[src/hdl/timer_pkg.sv]
// Constants shared by the timer data-register bank
package timer_pkg;

    // ========================================
    // Register offsets on register-file page 28
    localparam logic [7:0] ADDR_CAP1_HI = 8'hf0;
    localparam logic [7:0] ADDR_CAP1_LO = 8'hf1;
    localparam logic [7:0] ADDR_CAP2_HI = 8'hf2;
    localparam logic [7:0] ADDR_CAP2_LO = 8'hf3;
    localparam logic [7:0] ADDR_CNT_HI = 8'hf4;
    localparam logic [7:0] ADDR_CNT_LO = 8'hf5;
    localparam logic [7:0] ADDR_ALT_HI = 8'hf6;
    localparam logic [7:0] ADDR_ALT_LO = 8'hf7;
    localparam logic [7:0] ADDR_CMP1_HI = 8'hf8;
    localparam logic [7:0] ADDR_CMP1_LO = 8'hf9;
    localparam logic [7:0] ADDR_CMP2_HI = 8'hfa;
    localparam logic [7:0] ADDR_CMP2_LO = 8'hfb;
    localparam logic [7:0] ADDR_CTRL1 = 8'hfc;
    localparam logic [7:0] ADDR_CTRL2 = 8'hfd;
    localparam logic [7:0] ADDR_FLAGS = 8'hfe;
    localparam logic [7:0] ADDR_CTRL3 = 8'hff;

    // ========================================
    // Field positions
    localparam int CTRL1_CAPTURE_IE = 7;
    localparam int CTRL1_COMPARE_IE = 6;
    localparam int CTRL1_OVERFLOW_IE = 5;
    localparam int CTRL1_EDGE_ONE = 1;
    localparam int CTRL2_EDGE_TWO = 1;
    localparam int CTRL3_GLOBAL_SEL = 0;

    // Flag vector index; status byte is {flags, 3'b000}
    localparam int FLAG_CAP1 = 4;
    localparam int FLAG_CMP1 = 3;
    localparam int FLAG_OVF = 2;
    localparam int FLAG_CAP2 = 1;
    localparam int FLAG_CMP2 = 0;
    localparam int NUM_FLAGS = 5;
    localparam logic [2:0] FLAGS_RESERVED = 3'h0;

    // ========================================
    // Reset values
    localparam logic [15:0] COUNTER_RESET = 16'hfffc;
    localparam logic [15:0] COUNTER_MAX = 16'hffff;
    localparam logic [7:0] COMPARE_HI_RESET = 8'h80;
    localparam logic [7:0] COMPARE_LO_RESET = 8'h00;
    localparam logic [7:0] CTRL_RESET = 8'h00;
    localparam logic [7:0] CTRL3_USED_MASK = 8'h0f;
    localparam logic [7:0] READ_IDLE = 8'h00;

endpackage : timer_pkg

[src/hdl/capture_unit.sv]
// One input-capture channel: edge detection and counter latch
`timescale 1ns/100ps
module capture_unit
    import timer_pkg::*;
(
    // Clock and reset
    input wire logic clk,
    input wire logic reset_n,
    // Pin and edge choice
    input wire logic pin,
    input wire logic rising_sel,
    // Counter and result
    input wire logic [15:0] counter,
    output logic capture_event,
    output logic [15:0] captured
);

    logic pin_prev;
    wire rising_seen = pin & ~pin_prev;
    wire falling_seen = ~pin & pin_prev;
    wire edge_seen = rising_sel ? rising_seen : falling_seen;

    always_ff @(posedge clk or negedge reset_n) begin
        if (!reset_n) begin
            pin_prev <= 1'b0;
        end else begin
            pin_prev <= pin;
        end
    end

    assign capture_event = edge_seen;

    // Captured value has no reset: undefined until the first edge
    always_ff @(posedge clk) begin
        if (edge_seen) begin
            captured <= counter;
        end
    end

endmodule : capture_unit

[src/hdl/timer_data_regs.sv]
// Timer data-register bank, flag clearing and shared interrupt request
// What this block does
// - One capture enable covers both capture flags, even if pin two is output.
// - New shared request only after all flags have been clear together or global select was clear.
// - Flag clears by status access then access to its data low byte.
// - Capture event latches counter into read-only high and low bytes.
// - Counter and alternate view reset to FFh high, FCh low.
// - Counter low write reinitialises counter; access after status clears overflow.
// - Alternate view mirrors counter; its low write reinitialises but keeps overflow.
// - Two compare values, read/write bytes, high reset 80h, low 00h.
// - Status masks: capture one 128, compare one 64, overflow 32, two 16, 8.
// - Three control, one status and six data register pairs per timer.
// - Overflow flag sets when counter wraps from maximum to zero.
// - With capture enable and global select set, either capture flag requests an interrupt.
`timescale 1ns/100ps
module timer_data_regs
    import timer_pkg::*;
(
    // Clock and reset
    input wire logic clk,
    input wire logic reset_n,
    // Register file port
    input wire logic [7:0] reg_addr,
    input wire logic reg_rd,
    input wire logic reg_wr,
    input wire logic [7:0] reg_wdata,
    output logic [7:0] reg_rdata,
    // Timer inputs
    input wire logic count_tick,
    input wire logic capture_pin_one,
    input wire logic capture_pin_two,
    // Shared interrupt channel
    output logic timer_irq
);

    // ========================================
    // State
    logic [15:0] counter;
    logic [7:0] first_control_register;
    logic [7:0] second_control_register;
    logic [7:0] third_control_register;
    logic [7:0] compare_hi [2];
    logic [7:0] compare_lo [2];
    logic [1:0] compare_inhibit;
    logic [NUM_FLAGS-1:0] flags;
    logic [NUM_FLAGS-1:0] clear_armed;
    logic [15:0] captured [2];
    logic [1:0] capture_event;
    logic [1:0] compare_event;

    // ========================================
    // Address decode
    wire access = reg_rd | reg_wr;
    wire hit_cap1_lo = access && (reg_addr == ADDR_CAP1_LO);
    wire hit_cap2_lo = access && (reg_addr == ADDR_CAP2_LO);
    wire hit_cnt_lo = access && (reg_addr == ADDR_CNT_LO);
    wire hit_alt_lo = access && (reg_addr == ADDR_ALT_LO);
    wire hit_cmp1_lo = access && (reg_addr == ADDR_CMP1_LO);
    wire hit_cmp2_lo = access && (reg_addr == ADDR_CMP2_LO);
    wire hit_flags = access && (reg_addr == ADDR_FLAGS);
    wire wr_cnt_lo = reg_wr && (reg_addr == ADDR_CNT_LO);
    wire wr_alt_lo = reg_wr && (reg_addr == ADDR_ALT_LO);
    wire wr_ctrl1 = reg_wr && (reg_addr == ADDR_CTRL1);
    wire wr_ctrl2 = reg_wr && (reg_addr == ADDR_CTRL2);
    wire wr_ctrl3 = reg_wr && (reg_addr == ADDR_CTRL3);
    wire [1:0] wr_cmp_hi = {reg_wr && (reg_addr == ADDR_CMP2_HI),
                            reg_wr && (reg_addr == ADDR_CMP1_HI)};
    wire [1:0] wr_cmp_lo = {reg_wr && (reg_addr == ADDR_CMP2_LO),
                            reg_wr && (reg_addr == ADDR_CMP1_LO)};

    // ========================================
    // Control bits
    wire capture_irq_enable = first_control_register[CTRL1_CAPTURE_IE];
    wire compare_irq_enable = first_control_register[CTRL1_COMPARE_IE];
    wire overflow_irq_enable = first_control_register[CTRL1_OVERFLOW_IE];
    wire global_irq_select = third_control_register[CTRL3_GLOBAL_SEL];
    wire [1:0] capture_rising = {second_control_register[CTRL2_EDGE_TWO],
                                 first_control_register[CTRL1_EDGE_ONE]};

    // ========================================
    // Free-running counter
    wire counter_reinit = wr_cnt_lo | wr_alt_lo;
    wire [15:0] counter_inc = 16'(counter + 16'h0001);
    wire overflow_event = count_tick && !counter_reinit && (counter == COUNTER_MAX);

    always_ff @(posedge clk or negedge reset_n) begin
        if (!reset_n) begin
            counter <= COUNTER_RESET;
        end else if (counter_reinit) begin
            counter <= COUNTER_RESET;
        end else if (count_tick) begin
            counter <= counter_inc;
        end
    end

    // ========================================
    // Control registers
    always_ff @(posedge clk or negedge reset_n) begin
        if (!reset_n) begin
            first_control_register <= CTRL_RESET;
            second_control_register <= CTRL_RESET;
            third_control_register <= CTRL_RESET;
        end else begin
            if (wr_ctrl1) begin
                first_control_register <= reg_wdata;
            end
            if (wr_ctrl2) begin
                second_control_register <= reg_wdata;
            end
            if (wr_ctrl3) begin
                third_control_register <= reg_wdata & CTRL3_USED_MASK;
            end
        end
    end

    // ========================================
    // Capture and compare channels
    genvar ch;
    generate
        for (ch = 0; ch < 2; ch++) begin : g_chan
            capture_unit u_capture (
                .clk(clk),
                .reset_n(reset_n),
                .pin(ch == 0 ? capture_pin_one : capture_pin_two),
                .rising_sel(capture_rising[ch]),
                .counter(counter),
                .capture_event(capture_event[ch]),
                .captured(captured[ch])
            );

            // Match on the tick that brings the counter to the compare value
            assign compare_event[ch] = count_tick && !counter_reinit && !compare_inhibit[ch]
                && (counter_inc == {compare_hi[ch], compare_lo[ch]});

            // Writing the high byte holds off compares until the low byte follows
            always_ff @(posedge clk or negedge reset_n) begin
                if (!reset_n) begin
                    compare_hi[ch] <= COMPARE_HI_RESET;
                    compare_lo[ch] <= COMPARE_LO_RESET;
                    compare_inhibit[ch] <= 1'b0;
                end else if (wr_cmp_hi[ch]) begin
                    compare_hi[ch] <= reg_wdata;
                    compare_inhibit[ch] <= 1'b1;
                end else if (wr_cmp_lo[ch]) begin
                    compare_lo[ch] <= reg_wdata;
                    compare_inhibit[ch] <= 1'b0;
                end
            end
        end
    endgenerate

    // ========================================
    // Flags and two-step clearing
    wire [NUM_FLAGS-1:0] set_event = {capture_event[0], compare_event[0], overflow_event,
                                      capture_event[1], compare_event[1]};
    // Alternate low byte is deliberately absent from the overflow clear
    wire [NUM_FLAGS-1:0] clear_access = {hit_cap1_lo, hit_cmp1_lo, hit_cnt_lo,
                                         hit_cap2_lo, hit_cmp2_lo};

    genvar fi;
    generate
        for (fi = 0; fi < NUM_FLAGS; fi++) begin : g_flag
            wire clear_now = clear_armed[fi] & clear_access[fi];
            always_ff @(posedge clk or negedge reset_n) begin
                if (!reset_n) begin
                    flags[fi] <= 1'b0;
                    clear_armed[fi] <= 1'b0;
                end else begin
                    // A new event wins over a clear in the same cycle
                    flags[fi] <= set_event[fi] | (flags[fi] & ~clear_now);
                    if (hit_flags) begin
                        clear_armed[fi] <= flags[fi];
                    end else if (clear_access[fi]) begin
                        clear_armed[fi] <= 1'b0;
                    end
                end
            end
        end
    endgenerate

    wire [7:0] status_byte = {flags, FLAGS_RESERVED};

    // ========================================
    // Shared interrupt request
    wire [NUM_FLAGS-1:0] enabled_flags = flags & {capture_irq_enable, compare_irq_enable,
        overflow_irq_enable, capture_irq_enable, compare_irq_enable};
    // Once raised, the request holds until every flag is clear at once or the global select clears
    wire next_irq = global_irq_select
        && (timer_irq ? (|flags) : (|enabled_flags));

    always_ff @(posedge clk or negedge reset_n) begin
        if (!reset_n) begin
            timer_irq <= 1'b0;
        end else begin
            timer_irq <= next_irq;
        end
    end

    // ========================================
    // Read data
    wire [7:0] next_rdata =
        (reg_addr == ADDR_CAP1_HI) ? captured[0][15:8] :
        (reg_addr == ADDR_CAP1_LO) ? captured[0][7:0] :
        (reg_addr == ADDR_CAP2_HI) ? captured[1][15:8] :
        (reg_addr == ADDR_CAP2_LO) ? captured[1][7:0] :
        (reg_addr == ADDR_CNT_HI) ? counter[15:8] :
        (reg_addr == ADDR_CNT_LO) ? counter[7:0] :
        (reg_addr == ADDR_ALT_HI) ? counter[15:8] :
        (reg_addr == ADDR_ALT_LO) ? counter[7:0] :
        (reg_addr == ADDR_CMP1_HI) ? compare_hi[0] :
        (reg_addr == ADDR_CMP1_LO) ? compare_lo[0] :
        (reg_addr == ADDR_CMP2_HI) ? compare_hi[1] :
        (reg_addr == ADDR_CMP2_LO) ? compare_lo[1] :
        (reg_addr == ADDR_CTRL1) ? first_control_register :
        (reg_addr == ADDR_CTRL2) ? second_control_register :
        (reg_addr == ADDR_FLAGS) ? status_byte :
        third_control_register;

    always_ff @(posedge clk or negedge reset_n) begin
        if (!reset_n) begin
            reg_rdata <= READ_IDLE;
        end else if (reg_rd) begin
            reg_rdata <= next_rdata;
        end
    end
endmodule : timer_data_regs

[config.mk]
export PLATFORM = sky130hd
export DESIGN_NAME = timer_data_regs
export DESIGN_NICKNAME = d
export VERILOG_FILES = /design/src/hdl/timer_pkg.sv /design/src/hdl/capture_unit.sv /design/src/hdl/timer_data_regs.sv
export SDC_FILE = /design/constraint.sdc
export NUM_CORES = 1
export LEC_CHECK = 0
export BUFFER_PORTS_ARGS = -buffer_cell sky130_fd_sc_hd__buf_4
export CAP_MARGIN = 15
export CORE_AREA = 2 2 115 117
export DETAILED_ROUTE_END_ITERATION = 7
export DIE_AREA = 0 0 117 119
export PLACE_DENSITY = 0.75
export SLEW_MARGIN = 0
export SYNTH_ARGS = -nofsm -noshare
export SYNTH_HDL_FRONTEND = slang
export SYNTH_SLANG_ARGS = --single-unit
export TNS_END_PERCENT = 10
[constraint.sdc]
create_clock -name clk -period 2.59 [get_ports clk]
set_clock_uncertainty 0.05 [all_clocks]
set_input_delay 0.6475 -clock clk [delete_from_list [all_inputs] [get_ports clk]]
set_output_delay 0.6475 -clock clk [all_outputs]
set_load 0.02 [all_outputs]
==> run summary <==
LAYOUT
-----------------------------------------------------------------------------------------
Fraction of layout instances using a drive strength above 1                        0.2879
Commonest cells after routing, fill and taps aside                           88 x buf_4, 75 x dfrtp_1, 59 x nand2_1
Final std cells w/o fill                                                              902
Final #Nets                                                                           737
Combined area of the multi-input logic cells                                    3405 um^2
Total area of sequential cells                                                  3258 um^2
Number of fill cells in the layout                                                   1037
Most frequent standard cell in the layout excluding fill and tap cells              buf_4
P&R area growth vs syn                                                             19.47%
Diode count                                                                             0

DIE
-----------------------------------------------------------------------------------------
Initial core utilization                                                           0.5355
Number of I/O pins                                                                     32
Chip Width                                                                         117 um
Area of the placeable core                                                     12870 um^2
Overall die height                                                                 119 um
Std cell rows                                                                          42
Die area                                                                       13920 um^2

POWER AND IR DROP
-----------------------------------------------------------------------------------------
Internal Power                                                                   4.579 mW
Sequential share of power                                                           0.391
Comb power frac                                                                     0.238
Worst voltage drop across the vdd grid                                           360.4 uV
Switching fraction of total power                                                  0.3060
Net load switching power                                                         2.019 mW
Proportion of power drawn by the clock network                                      0.371
Power per unit of standard cell area                                         801.1 nW/um^2
Leakage power of the design                                                      3.490 nW

HOLD PATH
-----------------------------------------------------------------------------------------
Type of the tightest min-delay check                                          in -> async

CRITICAL PATH
-----------------------------------------------------------------------------------------
Req. time, crit path                                                              2.87 ns
Worst Setup Start Kind                                                          flip-flop
Category of the most critical setup path                                       reg -> reg
Critical Path Max Stage Delay                                                     0.42 ns
Worst R2R Start                                                              counter[0]$_DFFE_PN0P_
Origin of the worst setup path                                               counter[0]$_DFFE_PN0P_
R2r worst-path depth                                                                    7
Arrival time at the worst endpoint                                                2.78 ns
Most frequent cell on the critical path                                          a2111o_1
Critical path, cell by cell                                                  ha_1, xor2_1, nor4_2, o311ai_0, a2111o_1, a2111o_1, o31ai_1
Master of the slowest instance on the critical path                              a2111o_1
Crit. End Element                                                               flip-flop
Critical-path maximum fanout                                                            3

PLACED DESIGN
-----------------------------------------------------------------------------------------
Post-placement worst setup slack                                               0.02346 ns
Number of buffers added on ports                                                       31
GP Congestion                                                                      0.9856
Hpwl dp                                                                          15480 um
Placed instance count                                                                 870

GLOBAL ROUTING
-----------------------------------------------------------------------------------------
GR Overflow Total                                                                       0
First-pass GRT wire length                                                       32840 um
Largest net degree at the start of global routing                                      37
Via count of the first global-routing pass                                           5819
Initial antenna violation count                                                         0
GR Util All Layers                                                                 0.3207

DETAILED ROUTING
-----------------------------------------------------------------------------------------
Average detailed-routed wire length per instance                                 23.41 um
Initial DRC count                                                                     569
Met2 Routed Length                                                                9771 um
First-pass detailed-route iteration total                                               5
Residual DRC                                                                            0
Average vias per placed instance                                                    6.436
Antenna-violating nets left                                                             0
Highest routed layer                                                                 met4
Vias after detailed routing                                                          5805
Sum of met3 wire segment lengths after detailed routing                           1581 um
Detailed-route wire length on metal 1                                             8735 um
Final wirelength                                                                 21120 um

TIMING
-----------------------------------------------------------------------------------------
Maximum clock rate                                                              398.7 MHz
Final setup slack of the worst path                                            0.08214 ns
Worst-margin pin slew                                                           0.6287 ns
Setup TNS                                                                            0 ns
Unrepaired setup endpoints after global routing                                     false
Crit share post-route                                                              0.9683
Final slew viol count                                                                   0
Tmin final                                                                       2.508 ns
Max transition margin                                                              0.5777
Tightest hold margin                                                            0.1115 ns
Number of hold-slack violations in the final timing report                              0
Count of endpoints failing setup in the final report                                    0

STATUS
-----------------------------------------------------------------------------------------
Run status                                                                   complete, no violations

SYNTHESIS
-----------------------------------------------------------------------------------------
Main synth FF type                                                                dfrtp_1
Post-synthesis cell count                                                             648
Sequential area share after synthesis                                              0.4726
Post-synthesis average cell area                                               10.64 um^2
EDFF count, synth                                                                      32
Summed instance area of the synthesized netlist                                 6894 um^2
Unique masters post-synth                                                              76
Number of warnings printed during yosys synthesis                                       0
Proportion of register bits with asynchronous set or reset after synthesis         0.7398
Mapped Nets                                                                           672
Seq cells post-synth                                                                  123

CTS
-----------------------------------------------------------------------------------------
Clock slew seen by the registers of the worst setup and hold paths                0.06 ns
Clock tree root buffer cell                                                     clkbuf_16
TritonCTS Sinks                                                                       123
Clock buffer depth                                                                      2
CTS H-Tree Depth                                                                        4
Buffer count from post-CTS setup fixing                                                 0
Total clock buffers created by CTS                                                     17
Skew-Pair Late Insertion Delay                                                    0.43 ns
TritonCTS clock tree                                                                  yes

RUN
-----------------------------------------------------------------------------------------
Number of maximum-capacitance violations                                                0

-- power groups by stage --
stage / combinational, mW / sequential [mW] / clock (mW)
after global routing: 1.69 / 2.60 / 2.54
after detailed placement: 1.52 / 2.60 / 0
after floorplan: 1.06 / 2.49 / 0
final: 1.57 / 2.58 / 2.45
after CTS: 1.53 / 2.57 / 2.47
after global placement: 1.50 / 2.58 / 0
-- final cells by class --
type / count / share of cell area
Multi-Input combinational cell: 466 / 0.4133
Sequential cell: 123 / 0.3956
Timing Repair Buffer: 89 / 0.08264
Clock buffer: 22 / 0.05772
Tap cell: 176 / 0.02674
Clock inverter: 10 / 0.01671
Inverter: 16 / 0.007292
-- worst paths after layout --
path	endpoint	slack, ns
worst max-delay path	flags[3]$_DFF_PN0_	0.08
worst min-delay path	second_control_register[5]$_DFFE_PN0P_	0.11
worst max register to register	flags[3]$_DFF_PN0_	0.08
worst min register to register	clear_armed[4]$_DFFE_PN0P_	0.45
max in group asynchronous	counter[13]$_DFFE_PN1P_	1.65
min in group clk	g_chan[1].u_capture.pin_prev$_DFF_PN0_	0.29
-- per-stage QoR --
step                instance area [um^2]  utilization  power (mW)
global placement                    7597       0.5901       4.082
floorplan                           6894            -       3.557
finish                              8237       0.6397       6.599
detailed placement                  7597       0.5901       4.119
global route                        8237       0.6397       6.837
CTS                                 8210       0.6377       6.564
-- routing by layer --
metal | vias up | global-route usage
met5 | - | 0
met4 | 0 | 0.1632
met3 | 76 | 0.06361
met2 | 301 | 0.4859
met1 | 2886 | 0.4366
li1 | 2542 | -
-- critical path: cells and delay by family (launching register included) --
| kind | cells | cell delay, ns |
|---|---|---|
| XOR/XNOR | 1 | 0.17 |
| flip-flops | 1 | 0.40 |
| adder cells (fa/ha/maj) | 1 | 0.37 |
| AO/OA/AOI/OAI | 4 | 1.14 |
| AND/OR/NAND/NOR | 1 | 0.28 |
-- cell usage after synthesis, drive strengths merged, types with 4 or more instances --
| master | instances | area share |
|---|---|---|
| a211oi | 4 | 0.0044 |
| a21oi | 23 | 0.017 |
| a22o | 7 | 0.0089 |
| a22oi | 4 | 0.0044 |
| a31oi | 6 | 0.0054 |
| and2 | 4 | 0.0036 |
| and3 | 6 | 0.0054 |
| buf | 19 | 0.015 |
| clkbuf | 24 | 0.013 |
| dfrtp | 75 | 0.27 |
| dfstp | 16 | 0.061 |
| edfxtp | 32 | 0.14 |
| inv | 15 | 0.0082 |
| mux2 | 54 | 0.088 |
| mux2i | 25 | 0.036 |
| nand2 | 60 | 0.033 |
| nand2b | 9 | 0.0082 |
| nand3 | 19 | 0.015 |
| nand3b | 6 | 0.0065 |
| nand4 | 13 | 0.014 |
| nor2 | 34 | 0.019 |
| nor3 | 12 | 0.010 |
| nor4 | 6 | 0.0098 |
| o211ai | 12 | 0.013 |
| o21ai | 43 | 0.031 |
| o22ai | 15 | 0.014 |
| xnor2 | 21 | 0.027 |
| xor2 | 19 | 0.024 |
-- kinds of logic after synthesis --
group | after synthesis | share of synthesized area
DFF | 123 | 0.4726
muxes | 82 | 0.1343
adders and majority gates | 1 | 0.001815
buffers and inverters | 59 | 0.03738
and+or+nand+nor | 186 | 0.1426
xor gates and xnor gates | 43 | 0.06080
AOI/OAI and AO/OA | 154 | 0.1505
-- sequential cells by signal, summed over array words and instances, names as in the netlist, 4 cells and up --
signal	cells
clear_armed	5
third_control_register	4
counter	16
first_control_register	8
flags	5
reg_rdata	8
second_control_register	8
compare_hi	16
compare_lo	16
g_chan.u_capture.captured	32
-- what timing repair did --
action / CTS / global route
resized for setup: 0 / 6
setup endpoints to repair: 0 / 2
hold buffers: 0 / 0
Note: power is estimated with default switching activity, not from simulation.
